$ cat config.mk
export PLATFORM = sky130hd
export DESIGN_NAME = nand_host_ctrl
export DESIGN_NICKNAME = d
export VERILOG_FILES = /design/src/nand_host_pkg.sv /design/src/nand_host_ctrl.sv /design/src/pin_sync.sv
export SDC_FILE = /design/constraint.sdc
export NUM_CORES = 1
export LEC_CHECK = 0
export BUFFER_PORTS_ARGS = -buffer_cell sky130_fd_sc_hd__buf_2
export CAP_MARGIN = 20
export CORE_MARGIN = 2
export CORE_UTILIZATION = 38
export CTS_BUF_LIST = sky130_fd_sc_hd__clkbuf_2
export DETAILED_ROUTE_END_ITERATION = 6
export HOLD_SLACK_MARGIN = 0.15
export PLACE_DENSITY_LB_ADDON = 0.2
export SLEW_MARGIN = 30
export SYNTH_ARGS = -nofsm -noshare
export SYNTH_HDL_FRONTEND = slang
export SYNTH_SLANG_ARGS = --single-unit
$ cat constraint.sdc
create_clock -name clk -period 6.5 [get_ports clk]
set_clock_uncertainty 0.2 [all_clocks]
set_input_delay 0.975 -clock clk [delete_from_list [all_inputs] [get_ports clk]]
set_output_delay 0.975 -clock clk [all_outputs]
set_load 0.01 [all_outputs]
$ cat src/nand_host_pkg.sv
// shared constants, codes and types for the nand host controller
package nand_host_pkg;

   // ---------------------------------------------------------------
   // clock and strobe timing
   // ---------------------------------------------------------------
   localparam int CLK_PERIOD_NS = 8;
   localparam int T_WE_LOW_NS = 24;
   localparam int T_WE_HIGH_NS = 16;
   localparam int T_RD_HIGH_NS = 16;
   // rd_access_delay: data valid after read strobe falls
   localparam int T_RD_ACCESS_NS = 20;
   localparam int T_WB_NS = 100;
   localparam int SYNC_STAGES = 2;

   // least times: round up, never below one cycle
   function automatic int nsToCyc(input int ns);
      int c;
      c = (ns + CLK_PERIOD_NS - 1) / CLK_PERIOD_NS;
      return (c < 1) ? 1 : c;
   endfunction

   localparam int WE_LOW_CYC = nsToCyc(T_WE_LOW_NS);
   localparam int WE_HIGH_CYC = nsToCyc(T_WE_HIGH_NS);
   localparam int RD_HIGH_CYC = nsToCyc(T_RD_HIGH_NS);
   // sampling waits for the synchroniser too
   localparam int RD_LOW_CYC = nsToCyc(T_RD_ACCESS_NS) + SYNC_STAGES;
   localparam int WB_CYC = nsToCyc(T_WB_NS);
   localparam int CNT_W = 8;

   // ---------------------------------------------------------------
   // command codes
   // ---------------------------------------------------------------
   localparam logic [7:0] CMD_READ_SETUP = 8'h00;
   localparam logic [7:0] CMD_READ_CONF = 8'h30;
   localparam logic [7:0] CMD_READ_CB_CONF = 8'h35;
   localparam logic [7:0] CMD_CACHE_RD_CONF = 8'h31;
   localparam logic [7:0] CMD_CACHE_RD_EXIT = 8'h34;
   localparam logic [7:0] CMD_READ_ID = 8'h90;
   localparam logic [7:0] CMD_RESET = 8'hff;
   localparam logic [7:0] CMD_STATUS = 8'h70;
   localparam logic [7:0] CMD_PROG_SETUP = 8'h80;
   localparam logic [7:0] CMD_PROG_CONF = 8'h10;
   localparam logic [7:0] CMD_CACHE_PROG_CONF = 8'h15;
   localparam logic [7:0] CMD_RAND_IN = 8'h85;
   localparam logic [7:0] CMD_ERASE_SETUP = 8'h60;
   localparam logic [7:0] CMD_ERASE_CONF = 8'hd0;
   localparam logic [7:0] CMD_RAND_OUT = 8'h05;
   localparam logic [7:0] CMD_RAND_OUT_CONF = 8'he0;
   localparam logic [7:0] CODE_NONE = 8'h00;

   // ---------------------------------------------------------------
   // address cycle layout
   // ---------------------------------------------------------------
   localparam int ADDR_W = 29;
   localparam int BYTE_W = 8;
   localparam logic [2:0] ADDR_IDX_FIRST = 3'h0;
   localparam logic [2:0] ADDR_IDX_COL_LAST = 3'h1;
   localparam logic [2:0] ADDR_IDX_ROW = 3'h2;
   localparam logic [2:0] ADDR_IDX_LAST = 3'h4;
   localparam int ADDR_B0_LSB = 0;
   localparam int X8_B1_LSB = 8;
   localparam int X8_B1_W = 4;
   localparam int X8_B2_LSB = 12;
   localparam int X8_B3_LSB = 20;
   localparam int X8_B4_LSB = 28;
   localparam int X16_B1_LSB = 8;
   localparam int X16_B1_W = 3;
   localparam int X16_B2_LSB = 11;
   localparam int X16_B3_LSB = 19;
   localparam int X16_B4_LSB = 27;
   localparam int LAST_CYC_W = 1;
   localparam int X16_IO_W = 16;

   // unused bit positions come out low
   function automatic logic [7:0] fieldByte(input logic [ADDR_W-1:0] a,
                                            input int lsb, input int w);
      logic [ADDR_W-1:0] s;
      s = (a >> lsb) & ((ADDR_W'(1) << w) - ADDR_W'(1));
      return s[BYTE_W-1:0];
   endfunction

   // ---------------------------------------------------------------
   // types
   // ---------------------------------------------------------------
   typedef enum logic [2:0] {
      S_IDLE = 3'h0, S_CMD1 = 3'h1, S_ADDR = 3'h3, S_DATA = 3'h2,
      S_CONF = 3'h6, S_WAIT = 3'h7, S_RDAT = 3'h5, S_DONE = 3'h4
   } state_e;

   typedef enum logic [3:0] {
      OP_READ = 4'h0, OP_READ_CB = 4'h1, OP_CACHE_RD = 4'h2,
      OP_CACHE_EXIT = 4'h3, OP_RAND_OUT = 4'h4, OP_READ_ID = 4'h5,
      OP_STATUS = 4'h6, OP_RESET = 4'h7, OP_PROG = 4'h8,
      OP_CACHE_PROG = 4'h9, OP_COPY_PROG = 4'ha, OP_RAND_IN = 4'hb,
      OP_ERASE = 4'hc
   } op_e;

   typedef struct packed {
      logic [7:0] first;
      logic [7:0] conf;
      logic hasConf;
      logic [2:0] aFirst;
      logic [2:0] aLast;
      logic hasAddr;
      logic hasWr;
      logic hasWait;
      logic hasRd;
      logic modify;
      logic busyOk;
      logic x8Only;
      logic legal;
   } opdesc_s;

endpackage

$ cat src/nand_host_ctrl.sv
// host-side sequencer driving a parallel nand flash through its pins
//
// Overview of operation
// - x8 sends five address bytes, set layout
// - x16 five address bytes, upper byte low
// - unused address bits driven low
// - page read 00h, address, 30h/35h
// - program 80h, address, data, 10h/15h
// - 85h random input, then 10h copy-back
// - erase 60h, row address, D0h
// - 90h reads identification bytes
// - random output 05h, column, E0h
// - cache read 00h..31h, exit 34h
// - command needs ce low, cle high, ale low
// - command codes on low io byte
`timescale 1ns/1ps
`default_nettype none

module nand_host_ctrl
   import nand_host_pkg::*;
#(
   parameter int IO_W = 8,
   parameter int LEN_W = 12
) (
   input wire logic clk,
   input wire logic rst,
   input wire logic reqValid,
   input wire logic [3:0] reqOp,
   input wire logic [ADDR_W-1:0] reqAddr,
   input wire logic [LEN_W-1:0] reqLen,
   input wire logic writeProtect,
   output logic reqReady,
   output logic reqDone,
   output logic reqRefused,
   input wire logic [IO_W-1:0] wrData,
   input wire logic wrValid,
   output logic wrReady,
   output logic [IO_W-1:0] rdData,
   output logic rdValid,
   output logic ceN,
   output logic cmdLatch,
   output logic addrLatch,
   output logic wrStrobeN,
   output logic rdStrobeN,
   output logic wpN,
   output logic [IO_W-1:0] ioOut,
   output logic ioOe,
   input wire logic [IO_W-1:0] ioIn,
   input wire logic readyIn
);

   // ---------------------------------------------------------------
   // operation table
   // ---------------------------------------------------------------
   function automatic opdesc_s mkDesc(input logic [7:0] first, input logic [7:0] conf,
                                      input logic hc, input logic [2:0] af,
                                      input logic [2:0] al, input logic ha,
                                      input logic [6:0] fl);
      opdesc_s d;
      d.first = first;
      d.conf = conf;
      d.hasConf = hc;
      d.aFirst = af;
      d.aLast = al;
      d.hasAddr = ha;
      {d.hasWr, d.hasWait, d.hasRd, d.modify, d.busyOk, d.x8Only, d.legal} = fl;
      return d;
   endfunction

   // flags: wr, wait, rd, modify, busyOk, x8Only, legal
   function automatic opdesc_s opDesc(input op_e op);
      opdesc_s d;
      d = mkDesc(CODE_NONE, CODE_NONE, 1'b0, ADDR_IDX_FIRST, ADDR_IDX_FIRST, 1'b0, 7'h00);
      case (op)
         OP_READ: d = mkDesc(CMD_READ_SETUP, CMD_READ_CONF, 1'b1, ADDR_IDX_FIRST,
                             ADDR_IDX_LAST, 1'b1, 7'b0110001);
         OP_READ_CB: d = mkDesc(CMD_READ_SETUP, CMD_READ_CB_CONF, 1'b1, ADDR_IDX_FIRST,
                                ADDR_IDX_LAST, 1'b1, 7'b0110001);
         OP_CACHE_RD: d = mkDesc(CMD_READ_SETUP, CMD_CACHE_RD_CONF, 1'b1, ADDR_IDX_FIRST,
                                 ADDR_IDX_LAST, 1'b1, 7'b0110011);
         OP_CACHE_EXIT: d = mkDesc(CMD_CACHE_RD_EXIT, CODE_NONE, 1'b0, ADDR_IDX_FIRST,
                                   ADDR_IDX_FIRST, 1'b0, 7'b0110011);
         OP_RAND_OUT: d = mkDesc(CMD_RAND_OUT, CMD_RAND_OUT_CONF, 1'b1, ADDR_IDX_FIRST,
                                 ADDR_IDX_COL_LAST, 1'b1, 7'b0010001);
         OP_READ_ID: d = mkDesc(CMD_READ_ID, CODE_NONE, 1'b0, ADDR_IDX_FIRST,
                                ADDR_IDX_FIRST, 1'b1, 7'b0010001);
         OP_STATUS: d = mkDesc(CMD_STATUS, CODE_NONE, 1'b0, ADDR_IDX_FIRST,
                               ADDR_IDX_FIRST, 1'b0, 7'b0010101);
         OP_RESET: d = mkDesc(CMD_RESET, CODE_NONE, 1'b0, ADDR_IDX_FIRST,
                              ADDR_IDX_FIRST, 1'b0, 7'b0100101);
         OP_PROG: d = mkDesc(CMD_PROG_SETUP, CMD_PROG_CONF, 1'b1, ADDR_IDX_FIRST,
                             ADDR_IDX_LAST, 1'b1, 7'b1101001);
         OP_CACHE_PROG: d = mkDesc(CMD_PROG_SETUP, CMD_CACHE_PROG_CONF, 1'b1, ADDR_IDX_FIRST,
                                   ADDR_IDX_LAST, 1'b1, 7'b1101001);
         OP_COPY_PROG: d = mkDesc(CMD_RAND_IN, CMD_PROG_CONF, 1'b1, ADDR_IDX_FIRST,
                                  ADDR_IDX_LAST, 1'b1, 7'b1101001);
         OP_RAND_IN: d = mkDesc(CMD_RAND_IN, CODE_NONE, 1'b0, ADDR_IDX_FIRST,
                                ADDR_IDX_COL_LAST, 1'b1, 7'b1000001);
         OP_ERASE: d = mkDesc(CMD_ERASE_SETUP, CMD_ERASE_CONF, 1'b1, ADDR_IDX_ROW,
                              ADDR_IDX_LAST, 1'b1, 7'b0101001);
         default: d.legal = 1'b0;
      endcase
      return d;
   endfunction

   function automatic logic [7:0] addrByte(input logic [ADDR_W-1:0] a, input logic [2:0] i);
      logic wide;
      logic [7:0] b;
      wide = (IO_W == X16_IO_W);
      case (i)
         3'h0: b = fieldByte(a, ADDR_B0_LSB, BYTE_W);
         3'h1: b = wide ? fieldByte(a, X16_B1_LSB, X16_B1_W) : fieldByte(a, X8_B1_LSB, X8_B1_W);
         3'h2: b = wide ? fieldByte(a, X16_B2_LSB, BYTE_W) : fieldByte(a, X8_B2_LSB, BYTE_W);
         3'h3: b = wide ? fieldByte(a, X16_B3_LSB, BYTE_W) : fieldByte(a, X8_B3_LSB, BYTE_W);
         3'h4: b = wide ? fieldByte(a, X16_B4_LSB, LAST_CYC_W)
                        : fieldByte(a, X8_B4_LSB, LAST_CYC_W);
         default: b = 8'h00;
      endcase
      return b;
   endfunction

   function automatic state_e nextStage(input opdesc_s d, input state_e st,
                                        input logic noData);
      state_e s;
      s = S_DONE;
      if (st == S_CMD1 && d.hasAddr) begin
         s = S_ADDR;
      end else if (st inside {S_CMD1, S_ADDR} && d.hasWr && !noData) begin
         s = S_DATA;
      end else if (st inside {S_CMD1, S_ADDR, S_DATA} && d.hasConf) begin
         s = S_CONF;
      end else if (st inside {S_CMD1, S_ADDR, S_DATA, S_CONF} && d.hasWait) begin
         s = S_WAIT;
      end else if (st != S_RDAT && d.hasRd && !noData) begin
         s = S_RDAT;
      end
      return s;
   endfunction

   // ---------------------------------------------------------------
   // pin synchronisers
   // ---------------------------------------------------------------
   logic [IO_W-1:0] ioSync;
   logic rbSync;

   pin_sync #(.W(IO_W + 1)) u_sync (
      .clk(clk),
      .rst(rst),
      .d({readyIn, ioIn}),
      .q({rbSync, ioSync})
   );

   // ---------------------------------------------------------------
   // sequencer state
   // ---------------------------------------------------------------
   state_e state_q, state_d, nxt;
   op_e op_q, op_d, opIn;
   opdesc_s dq, dIn;
   logic [ADDR_W-1:0] addr_q, addr_d;
   logic [LEN_W-1:0] rem_q, rem_d;
   logic [2:0] idx_q, idx_d;
   logic [CNT_W-1:0] cnt_q, cnt_d;
   logic low_q, low_d, act_q, act_d;
   logic ceN_q, ceN_d, cle_q, cle_d, ale_q, ale_d, weN_q, weN_d, reN_q, reN_d;
   logic oe_q, oe_d, wpN_q;
   logic [IO_W-1:0] io_q, io_d, wval, rdData_q, rdData_d;
   logic rdy_q, rdy_d, done_q, done_d, ref_q, ref_d, wrRdy_q, wrRdy_d;
   logic rdVal_q, rdVal_d;
   logic go, launchW, launchR, cycEnd;

   assign opIn = op_e'(reqOp);
   assign dIn = opDesc(opIn);
   assign dq = opDesc(op_q);

   always_comb begin
      state_d = state_q;
      op_d = op_q;
      addr_d = addr_q;
      rem_d = rem_q;
      idx_d = idx_q;
      cnt_d = cnt_q;
      low_d = low_q;
      act_d = act_q;
      ceN_d = ceN_q;
      cle_d = cle_q;
      ale_d = ale_q;
      weN_d = weN_q;
      reN_d = reN_q;
      oe_d = oe_q;
      io_d = io_q;
      rdy_d = rdy_q;
      done_d = 1'b0;
      ref_d = 1'b0;
      wrRdy_d = wrRdy_q;
      rdData_d = rdData_q;
      rdVal_d = 1'b0;
      nxt = state_q;
      go = 1'b0;
      launchW = 1'b0;
      launchR = 1'b0;
      wval = '0;
      cycEnd = act_q && !low_q && (cnt_q == '0);

      // strobe low phase, then high phase, per bus cycle
      if (act_q) begin
         if (cnt_q != '0) begin
            cnt_d = cnt_q - 1'b1;
         end else if (low_q) begin
            low_d = 1'b0;
            weN_d = 1'b1;
            reN_d = 1'b1;
            cnt_d = (state_q == S_RDAT) ? CNT_W'(RD_HIGH_CYC - 1) : CNT_W'(WE_HIGH_CYC - 1);
            if (state_q == S_RDAT) begin
               rdData_d = ioSync;
               rdVal_d = 1'b1;
            end
         end else begin
            act_d = 1'b0;
         end
      end

      case (state_q)
         S_IDLE: begin
            ceN_d = 1'b1;
            if (reqValid && rdy_q) begin
               // only reset and status while busy
               if (!dIn.legal || (!rbSync && !dIn.busyOk) || (dIn.modify && writeProtect) ||
                   (dIn.x8Only && IO_W == X16_IO_W)) begin
                  ref_d = 1'b1;
               end else begin
                  rdy_d = 1'b0;
                  op_d = opIn;
                  addr_d = reqAddr;
                  rem_d = reqLen;
                  ceN_d = 1'b0;
                  state_d = S_CMD1;
                  cle_d = 1'b1;
                  ale_d = 1'b0;
                  launchW = 1'b1;
                  wval = IO_W'(dIn.first);
               end
            end
         end
         S_CMD1, S_ADDR, S_CONF: begin
            if (cycEnd) begin
               if (state_q == S_ADDR && idx_q != dq.aLast) begin
                  idx_d = idx_q + 1'b1;
                  launchW = 1'b1;
                  wval = IO_W'(addrByte(addr_q, idx_q + 1'b1));
               end else begin
                  go = 1'b1;
               end
            end
         end
         S_DATA: begin
            if (cycEnd) begin
               rem_d = rem_q - 1'b1;
               if (rem_q == LEN_W'(1)) begin
                  go = 1'b1;
               end else begin
                  wrRdy_d = 1'b1;
               end
            end else if (wrRdy_q && wrValid && !act_q) begin
               wrRdy_d = 1'b0;
               launchW = 1'b1;
               wval = wrData;
            end
         end
         S_WAIT: begin
            if (low_q) begin
               if (cnt_q != '0) begin
                  cnt_d = cnt_q - 1'b1;
               end else begin
                  low_d = 1'b0;
               end
            end else if (rbSync) begin
               go = 1'b1;
            end
         end
         S_RDAT: begin
            if (cycEnd) begin
               rem_d = rem_q - 1'b1;
               if (rem_q == LEN_W'(1)) begin
                  go = 1'b1;
               end else begin
                  launchR = 1'b1;
               end
            end
         end
         S_DONE: begin
            done_d = 1'b1;
            rdy_d = 1'b1;
            ceN_d = 1'b1;
            state_d = S_IDLE;
         end
         default: state_d = S_IDLE;
      endcase

      if (go) begin
         nxt = nextStage(dq, state_q, rem_q == '0);
         state_d = nxt;
         cle_d = 1'b0;
         ale_d = 1'b0;
         oe_d = 1'b0;
         case (nxt)
            S_ADDR: begin
               ale_d = 1'b1;
               idx_d = dq.aFirst;
               launchW = 1'b1;
               wval = IO_W'(addrByte(addr_q, dq.aFirst));
            end
            S_DATA: wrRdy_d = 1'b1;
            S_CONF: begin
               cle_d = 1'b1;
               launchW = 1'b1;
               wval = IO_W'(dq.conf);
            end
            S_WAIT: begin
               low_d = 1'b1;
               cnt_d = CNT_W'(WB_CYC - 1);
            end
            S_RDAT: launchR = 1'b1;
            default: ;
         endcase
      end

      // io held through write strobe rise
      if (launchW) begin
         weN_d = 1'b0;
         oe_d = 1'b1;
         io_d = wval;
         act_d = 1'b1;
         low_d = 1'b1;
         cnt_d = CNT_W'(WE_LOW_CYC - 1);
      end
      if (launchR) begin
         oe_d = 1'b0;
         reN_d = 1'b0;
         act_d = 1'b1;
         low_d = 1'b1;
         cnt_d = CNT_W'(RD_LOW_CYC - 1);
      end
   end

   // ---------------------------------------------------------------
   // registers
   // ---------------------------------------------------------------
   always_ff @(posedge clk or posedge rst) begin
      if (rst) begin
         state_q <= S_IDLE;
         op_q <= OP_READ;
         addr_q <= '0;
         rem_q <= '0;
         idx_q <= ADDR_IDX_FIRST;
         cnt_q <= '0;
         low_q <= 1'b0;
         act_q <= 1'b0;
      end else begin
         state_q <= state_d;
         op_q <= op_d;
         addr_q <= addr_d;
         rem_q <= rem_d;
         idx_q <= idx_d;
         cnt_q <= cnt_d;
         low_q <= low_d;
         act_q <= act_d;
      end
   end

   // chip select held low until done
   always_ff @(posedge clk or posedge rst) begin
      if (rst) begin
         ceN_q <= 1'b1;
         cle_q <= 1'b0;
         ale_q <= 1'b0;
         weN_q <= 1'b1;
         reN_q <= 1'b1;
         oe_q <= 1'b0;
         io_q <= '0;
         wpN_q <= 1'b0;
      end else begin
         ceN_q <= ceN_d;
         cle_q <= cle_d;
         ale_q <= ale_d;
         weN_q <= weN_d;
         reN_q <= reN_d;
         oe_q <= oe_d;
         io_q <= io_d;
         wpN_q <= !writeProtect;
      end
   end

   always_ff @(posedge clk or posedge rst) begin
      if (rst) begin
         rdy_q <= 1'b1;
         done_q <= 1'b0;
         ref_q <= 1'b0;
         wrRdy_q <= 1'b0;
         rdData_q <= '0;
         rdVal_q <= 1'b0;
      end else begin
         rdy_q <= rdy_d;
         done_q <= done_d;
         ref_q <= ref_d;
         wrRdy_q <= wrRdy_d;
         rdData_q <= rdData_d;
         rdVal_q <= rdVal_d;
      end
   end

   assign reqReady = rdy_q;
   assign reqDone = done_q;
   assign reqRefused = ref_q;
   assign wrReady = wrRdy_q;
   assign rdData = rdData_q;
   assign rdValid = rdVal_q;
   assign ceN = ceN_q;
   assign cmdLatch = cle_q;
   assign addrLatch = ale_q;
   assign wrStrobeN = weN_q;
   assign rdStrobeN = reN_q;
   assign wpN = wpN_q;
   assign ioOut = io_q;
   assign ioOe = oe_q;

endmodule

`default_nettype wire

$ cat src/pin_sync.sv
// two-stage synchroniser for asynchronous pin inputs
`timescale 1ns/1ps
`default_nettype none

module pin_sync #(
   parameter int W = 1
) (
   input wire logic clk,
   input wire logic rst,
   input wire logic [W-1:0] d,
   output logic [W-1:0] q
);

   logic [W-1:0] meta_q;

   // first stage feeds only the second
   always_ff @(posedge clk or posedge rst) begin
      if (rst) begin
         meta_q <= '0;
         q <= '0;
      end else begin
         meta_q <= d;
         q <= meta_q;
      end
   end

endmodule

`default_nettype wire

==> impl_metrics.prom, run 1 <==
# TYPE chip_impl_metric gauge
chip_impl_metric{name="worst_r2r_path_depth",unit=""} 5
chip_impl_info{name="hold_path_class",value="register to register"} 1
chip_impl_metric{name="maxCapViolations",unit=""} 0
chip_impl_metric{name="cts_buffer_depth",unit=""} 2
chip_impl_metric{name="dieHeight",unit="um"} 123
chip_impl_metric{name="wire_length_of_the_first_global_routing_pass",unit="um"} 21400
chip_impl_metric{name="max-slew-margin-rel",unit=""} 0.358
chip_impl_metric{name="max_freq",unit="MHz"} 282
chip_impl_metric{name="count_of_cells_along_the_worst_hold_path",unit=""} 0
chip_impl_metric{name="synth_sequential_area_ratio",unit=""} 0.503
chip_impl_metric{name="cp.depth",unit=""} 5
chip_impl_metric{name="pwr-share-clk",unit=""} 0.318
chip_impl_info{name="clock-root-buffer",value="sky130_fd_sc_hd__clkbuf_2"} 1
chip_impl_metric{name="switching_power",unit="mW"} 0.270
chip_impl_metric{name="maxSlewViolCount",unit=""} 0
chip_impl_metric{name="antenna_left",unit=""} 0
chip_impl_info{name="timing.critical_path.max_delay_family",value="simple AND/OR/NAND/NOR gates"} 1
chip_impl_metric{name="core_region_area",unit="um2"} 13800
chip_impl_metric{name="post-cts-setup-buffers",unit=""} 0
chip_impl_metric{name="clk_pin_slew_worst_paths",unit="ps"} 300
chip_impl_metric{name="horiz_die_dim",unit="um"} 123
chip_impl_metric{name="drt-vias-per-instance",unit=""} 5.46
chip_impl_metric{name="arrival",unit="ps"} 3880
chip_impl_metric{name="cts-buffers-inserted",unit=""} 9
chip_impl_info{name="setup.worst_path.class",value="register to register"} 1
chip_impl_metric{name="cts-htree-levels",unit=""} 3
chip_impl_metric{name="gp_congestion",unit=""} 0.858
chip_impl_metric{name="hold_violations",unit=""} 0
chip_impl_info{name="setup_repair_after_global_routing_missed_its_margin",value="false"} 1
chip_impl_metric{name="insertion_delay",unit="ps"} 640
chip_impl_metric{name="leakagePower",unit="nW"} 2.82
chip_impl_metric{name="grt_util_all_layers",unit=""} 0.185
chip_impl_metric{name="cp_slowest_stage_delay",unit="ps"} 680
chip_impl_info{name="run_status",value="complete, no violations"} 1
chip_impl_metric{name="detail_route.wl_per_cell",unit="um"} 16.5
chip_impl_metric{name="drtPass1Iterations",unit=""} 7
chip_impl_metric{name="power_frac_seq",unit=""} 0.636
chip_impl_metric{name="finalSetupTns",unit="ps"} 0
chip_impl_metric{name="floorplan.die_area",unit="um2"} 15000
chip_impl_metric{name="avg_inst_size_synth",unit="um2"} 10.1
chip_impl_metric{name="maximum_number_of_pins_on_one_net_before_global_route_repair",unit=""} 57
chip_impl_metric{name="dp_hpwl",unit="um"} 9740
chip_impl_metric{name="rows",unit=""} 43
chip_impl_metric{name="layout_worst_path_cycle_share",unit=""} 0.545
chip_impl_metric{name="detail_route.iter0.violations",unit=""} 360
chip_impl_info{name="tritoncts",value="built"} 1
chip_impl_metric{name="postSynthNetCount",unit=""} 605
chip_impl_metric{name="p_comb_frac",unit=""} 0.046
chip_impl_metric{name="timing.critical_path.fanout_max",unit=""} 14
chip_impl_metric{name="synthToLayoutAreaGrowth",unit="%"} 16.3
chip_impl_metric{name="fin_nets",unit=""} 700
chip_impl_metric{name="synth-async-reset-ratio",unit=""} 1.00
chip_impl_metric{name="grt_antenna_before_repair",unit=""} 1
chip_impl_metric{name="worst-endpoint-required",unit="ps"} 6830
chip_impl_metric{name="first_global_vias",unit=""} 4245
chip_impl_metric{name="numClockSinks",unit=""} 107
chip_impl_metric{name="io_pins",unit=""} 95
chip_impl_metric{name="postLayoutSetupSlackWorst",unit="ps"} 2950
chip_impl_metric{name="start_util",unit=""} 0.388
chip_impl_info{name="worst_path_max_delay_cell",value="sky130_fd_sc_hd__or2_0"} 1
chip_impl_metric{name="ys_types",unit=""} 66
chip_impl_metric{name="num_vias",unit=""} 4430
chip_impl_metric{name="synthCells",unit=""} 530
chip_impl_metric{name="worst_ir_drop_on_vdd",unit="mV"} 0.135
chip_impl_metric{name="n_fill_cell",unit=""} 1396
chip_impl_metric{name="global_route.overflow_total",unit=""} 0
chip_impl_metric{name="power_per_cell_area",unit="nW/um2"} 171
chip_impl_metric{name="port-buffer-count",unit=""} 94
chip_impl_metric{name="synth.yosys.warnings",unit=""} 0
chip_impl_metric{name="hold_slack",unit="ps"} 189
chip_impl_metric{name="finalWirelength",unit="um"} 13400
chip_impl_info{name="yosys_most_used_dff",value="sky130_fd_sc_hd__dfrtp_1"} 1
chip_impl_metric{name="worst_path_buf_inv",unit=""} 0
chip_impl_metric{name="internal-power",unit="mW"} 0.792
chip_impl_metric{name="drt_drc_violations_left",unit=""} 0
chip_impl_metric{name="drive_above_1_share",unit=""} 0.284
chip_impl_info{name="worst_setup_path_start_kind",value="register"} 1
chip_impl_metric{name="pre_cts_setup_slack",unit="ps"} 2710
chip_impl_metric{name="switching_fraction",unit=""} 0.254
chip_impl_metric{name="yosys_register_bits",unit=""} 107
chip_impl_metric{name="final_critical_path_time_including_i_o_delays_and_setup",unit="ps"} 3550
chip_impl_info{name="setup.worst_path.end_class",value="register"} 1
chip_impl_metric{name="worst_pin_slew",unit="ps"} 960
chip_impl_metric{name="report.final.setup_viol",unit=""} 0
chip_impl_info{name="cp_cell_sequence",value="or4_4 -> or4_1 -> o21ai_1 -> or2_0 -> o21ai_0"} 1
chip_impl_metric{name="synth_enable_flop_cells",unit=""} 0
chip_impl_metric{name="synth_area",unit="um2"} 5340
[flip-flops by register name, indices dropped and copies added (netlist names), 3 cells and up]
register       count
rdData             8
ioOut              8
rem_q             12
addr_q            29
idx_q              3
cnt_q              8
u_sync.q           9
op_q               4
u_sync.meta_q      9
state_q            3
[layer usage]
| layer | wire (um) | global-route usage |
|---|---|---|
| met4 | 226 | 0.0618 |
| met2 | 6390 | 0.296 |
| met1 | 5940 | 0.243 |
| met3 | 846 | 0.0479 |
| met5 | 0 | 0 |
[final timing paths]
| path | from | end | slack, ps |
|---|---|---|---|
| worst min register to register | u_sync.meta_q[1] | u_sync.q[1] | 190 |
| max in group asynchronous | rst | addr_q[27] | 4210 |
| min in group asynchronous | rst | u_sync.meta_q[6] | 710 |
| worst max-delay path | cnt_q[3] | cnt_q[2] | 2950 |
| worst max register to register | cnt_q[3] | cnt_q[2] | 2950 |
| worst min-delay path | u_sync.meta_q[1] | u_sync.q[1] | 190 |
[logic make-up after synthesis]
kind of cell	after synthesis	share of synthesized area
and+or+nand+nor	199	0.185
DFF	107	0.503
xor gates and xnor gates	8	0.0131
buffers and inverters	33	0.0239
muxes	48	0.100
adders and majority gates	8	0.0188
AOI/OAI and AO/OA	127	0.157
[Yosys cell counts (6+ instances only)]
cell                       instances  area [um2]
sky130_fd_sc_hd__clkbuf_1         19        71.3
sky130_fd_sc_hd__and2_1            6        37.5
sky130_fd_sc_hd__nor3_1           20         100
sky130_fd_sc_hd__nor2b_1           7        43.8
sky130_fd_sc_hd__o21ai_0          38         190
sky130_fd_sc_hd__nor2_1           47         176
sky130_fd_sc_hd__a31oi_1           9        56.3
sky130_fd_sc_hd__ha_1              8         100
sky130_fd_sc_hd__a21oi_1          29         145
sky130_fd_sc_hd__nand3_1          10        50.1
sky130_fd_sc_hd__nand2_1          69         259
sky130_fd_sc_hd__mux2_2           44         495
sky130_fd_sc_hd__inv_1             9        33.8
sky130_fd_sc_hd__dfrtp_1         103        2580
[power groups by stage]
stage | sequential [mW] | combinational, mW | clock [mW]
finish | 0.676 | 0.0485 | 0.338
global route | 0.677 | 0.0550 | 0.383
CTS | 0.676 | 0.0479 | 0.355
detailed placement | 0.686 | 0.0460 | 0
global placement | 0.686 | 0.0449 | 0
floorplan | 0.686 | 0.0170 | 0
[repair_timing]
action	CTS	global route
hold endpoints to repair	18	4
hold buffers	4	4
gates resized for setup	0	0
[layout by cell type, fill, tap and decap left out, drive strengths merged, types with 3 or more instances in the layout]
cell	instances
dlygate4sd3	8
buf	99
nand4	4
dfrtp	103
a21o	3
nor2	48
a222oi	5
xnor2	5
and2	6
mux2	44
xor2	3
inv	11
nand3	10
nor4	6
mux2i	4
a211oi	4
nand2b	3
nand2	69
a32oi	5
nor2b	7
a22o	5
o21ai	38
a22oi	4
and3	3
or3b	3
or3	6
a31oi	10
dfstp	4
o22ai	4
clkbuf	9
nor3	20
a221oi	3
a21oi	29
ha	8
clkinv	4
[final cells by class]
class                           count  area [um2]  area share
Clock buffer                        9        45.0     0.00725
Clock inverter                      7        87.6      0.0141
Multi-Input combinational cell    390        2540       0.409
Inverter                           10        40.0     0.00645
Antenna cell                        1        2.50    0.000403
Timing Repair Buffer              107         588      0.0947
Sequential cell                   107        2680       0.432
Tap cell                          180         225      0.0363
[stage by stage]
step	power (mW)	cells	area, um2	utilization
floorplan	0.703	530	5340	-
global placement	0.731	786	5990	0.435
detailed placement	0.732	786	5990	0.435
CTS	1.08	806	6170	0.448
global route	1.12	811	6210	0.451
finish	1.06	811	6210	0.451
No activity file was read; power rests on OpenSTA's default activity.
==> run 2, diff against run 1 <==
clock period = 3.5 ns   (was 6.5 ns; I/O delays follow)
==> impl_metrics.prom, run 2 (same netlist as run 1, synthesis figures left out) <==
# TYPE chip_impl_metric gauge
chip_impl_metric{name="internal-power",unit="mW"} 1.46
chip_impl_metric{name="worst_path_buf_inv",unit=""} 0
chip_impl_info{name="setup.worst_path.end_class",value="register"} 1
chip_impl_metric{name="drtPass1Iterations",unit=""} 5
chip_impl_metric{name="rows",unit=""} 43
chip_impl_metric{name="pwr-share-clk",unit=""} 0.303
chip_impl_metric{name="worst-endpoint-required",unit="ps"} 3810
chip_impl_metric{name="power_per_cell_area",unit="nW/um2"} 292
chip_impl_metric{name="n_fill_cell",unit=""} 1320
chip_impl_info{name="tritoncts",value="built"} 1
chip_impl_info{name="timing.critical_path.max_delay_family",value="simple AND/OR/NAND/NOR gates"} 1
chip_impl_metric{name="cts_buffer_depth",unit=""} 2
chip_impl_metric{name="final_critical_path_time_including_i_o_delays_and_setup",unit="ps"} 3180
chip_impl_metric{name="dieHeight",unit="um"} 123
chip_impl_metric{name="switching_power",unit="mW"} 0.543
chip_impl_metric{name="maxCapViolations",unit=""} 0
chip_impl_info{name="run_status",value="complete, no violations"} 1
chip_impl_metric{name="power_frac_seq",unit=""} 0.626
chip_impl_metric{name="report.final.setup_viol",unit=""} 0
chip_impl_metric{name="hold_violations",unit=""} 0
chip_impl_metric{name="hold_slack",unit="ps"} 191
chip_impl_metric{name="max-slew-margin-rel",unit=""} 0.539
chip_impl_metric{name="numClockSinks",unit=""} 107
chip_impl_metric{name="cts-htree-levels",unit=""} 3
chip_impl_info{name="worst_setup_path_start_kind",value="register"} 1
chip_impl_metric{name="switching_fraction",unit=""} 0.270
chip_impl_metric{name="num_vias",unit=""} 4723
chip_impl_metric{name="drt_drc_violations_left",unit=""} 0
chip_impl_metric{name="diode_insertion_count_for_antenna_repair",unit=""} 0
chip_impl_metric{name="largest_reg_flops",unit=""} 29
chip_impl_info{name="setup_repair_after_global_routing_missed_its_margin",value="false"} 1
chip_impl_metric{name="first_global_vias",unit=""} 4719
chip_impl_info{name="layout.cells.most_common_list",value="sky130_fd_sc_hd__dfrtp_1 (103), sky130_fd_sc_hd__buf_2 (94), sky130_fd_sc_hd__nand2_1 (69), sky130_fd_sc_hd__dlygate4sd3_1 (67), sky130_fd_sc_hd__nor2_1 (47)"} 1
chip_impl_metric{name="worst_pin_slew",unit="ps"} 692
chip_impl_metric{name="port-buffer-count",unit=""} 94
chip_impl_info{name="registers.top_by_ff_count",value="addr_q"} 1
chip_impl_metric{name="dp_hpwl",unit="um"} 9740
chip_impl_metric{name="finalSetupTns",unit="ps"} 0
chip_impl_metric{name="multi_input_comb_area",unit="um2"} 2540
chip_impl_metric{name="cp_slowest_stage_delay",unit="ps"} 640
chip_impl_metric{name="total_power",unit="mW"} 2.01
chip_impl_metric{name="timing.critical_path.fanout_max",unit=""} 9
chip_impl_metric{name="max_freq",unit="MHz"} 315
chip_impl_metric{name="detail_route.wl_per_cell",unit="um"} 15.8
chip_impl_info{name="worst_path_max_delay_cell",value="sky130_fd_sc_hd__o32ai_2"} 1
chip_impl_metric{name="maximum_number_of_pins_on_one_net_before_global_route_repair",unit=""} 57
chip_impl_metric{name="dpl-instance-area",unit="um2"} 6080
chip_impl_info{name="clock-root-buffer",value="sky130_fd_sc_hd__clkbuf_2"} 1
chip_impl_metric{name="arrival",unit="ps"} 3490
chip_impl_info{name="top_regs",value="addr_q x29, rem_q x12"} 1
chip_impl_metric{name="core_region_area",unit="um2"} 13800
chip_impl_metric{name="maxSlewViolCount",unit=""} 0
chip_impl_metric{name="horiz_die_dim",unit="um"} 123
chip_impl_metric{name="finalWirelength",unit="um"} 13900
chip_impl_metric{name="detail_route.iter0.violations",unit=""} 309
chip_impl_metric{name="gp_congestion",unit=""} 0.838
chip_impl_metric{name="grt_util_all_layers",unit=""} 0.197
chip_impl_metric{name="layout_worst_path_cycle_share",unit=""} 0.907
chip_impl_metric{name="io_pins",unit=""} 95
chip_impl_metric{name="start_util",unit=""} 0.388
chip_impl_metric{name="fin_nets",unit=""} 768
chip_impl_metric{name="cts-buffers-inserted",unit=""} 9
chip_impl_info{name="cp_cell_sequence",value="or4_4 -> or3_4 -> nor2_8 -> a31o_2 -> nand3_1 -> o32ai_2 -> a2111oi_0"} 1
chip_impl_info{name="final_common_cell",value="sky130_fd_sc_hd__dfrtp_1"} 1
chip_impl_metric{name="drt-vias-per-instance",unit=""} 5.38
chip_impl_metric{name="leakagePower",unit="nW"} 3.11
chip_impl_metric{name="area.sequential",unit="um2"} 2680
chip_impl_metric{name="synthToLayoutAreaGrowth",unit="%"} 28.7
chip_impl_metric{name="clk_pin_slew_worst_paths",unit="ps"} 310
chip_impl_metric{name="insertion_delay",unit="ps"} 650
chip_impl_metric{name="p_comb_frac",unit=""} 0.072
chip_impl_metric{name="worst_ir_drop_on_vdd",unit="mV"} 0.178
chip_impl_metric{name="post-cts-setup-buffers",unit=""} 0
chip_impl_metric{name="global_route.overflow_total",unit=""} 0
chip_impl_metric{name="antenna_left",unit=""} 0
chip_impl_metric{name="floorplan.die_area",unit="um2"} 15000
chip_impl_metric{name="drive_above_1_share",unit=""} 0.269
chip_impl_info{name="setup.worst_path.class",value="register to register"} 1
chip_impl_info{name="hold_path_class",value="register to register"} 1
chip_impl_metric{name="wire_length_of_the_first_global_routing_pass",unit="um"} 23200
chip_impl_metric{name="grt_antenna_before_repair",unit=""} 0
chip_impl_metric{name="layout.cell_area.non_filler",unit="um2"} 6870
run 2: changes by cell type in the layout (fill, tap and decap cells not counted), sizes merged:
cell         before  now
bufinv            1    0
clkinv            4    2
dlygate4sd3       8   67
buf              99  108
diode             1    0
inv              11   14
run 2: area by class of cell:
cell class,count,share of cell area
Clock buffer,9,0.00656
Clock inverter,7,0.0111
Inverter,10,0.00601
Multi-Input combinational cell,390,0.370
Sequential cell,107,0.391
Tap cell,180,0.0328
Timing Repair Buffer,175,0.183
run 2: final timing paths:
check	slack, ps	depth (start not counted)	to	startpoint
worst min-delay path	190	0	u_sync.q[7]	u_sync.meta_q[7]
worst min register to register	190	0	u_sync.q[7]	u_sync.meta_q[7]
worst max register to register	320	7	cnt_q[6]	cnt_q[3]
min in group asynchronous	740	4	rdData[5]	rst
max in group asynchronous	1610	5	addr_q[18]	rst
worst max-delay path	320	7	cnt_q[6]	cnt_q[3]
run 2: metrics by stage:
stage	std cells	util	worst slack (ps)
floorplan	530	-	732
finish	878	0.499	324
detailed placement	795	0.441	350
global route	878	0.499	124
global placement	795	0.441	457
CTS	878	0.499	325
run 2: worst reg2reg max path: cells and delay by family, from the launching register on:
kind / cells / cell delay, ps
AO/OA/AOI/OAI: 3 / 1030
AND/OR/NAND/NOR: 4 / 1350
flip-flops: 1 / 500
run 2: power by group through the flow:
stage	combinational, mW	clock [mW]	sequential, mW
after floorplan	0.0318	0	1.27
after global placement	0.0866	0	1.27
after detailed placement	0.0886	0	1.27
after CTS	0.146	0.631	1.26
after global routing	0.161	0.685	1.26
final	0.144	0.607	1.26
run 2: metal layers:
| layer | GRT usage | share of wire | vias up |
|---|---|---|---|
| li1 | - | - | 2250 |
| met1 | 0.257 | 0.44 | 2314 |
| met2 | 0.318 | 0.48 | 133 |
| met3 | 0.0409 | 0.051 | 26 |
| met4 | 0.0805 | 0.027 | 0 |
| met5 | 0 | 0 | - |
run 2: what timing repair did:
item / in CTS / in global routing
gates resized for setup: 0 / 0
hold buffers: 67 / 0
setup endpoints to repair: 0 / 0
hold endpoints to repair: 168 / 0
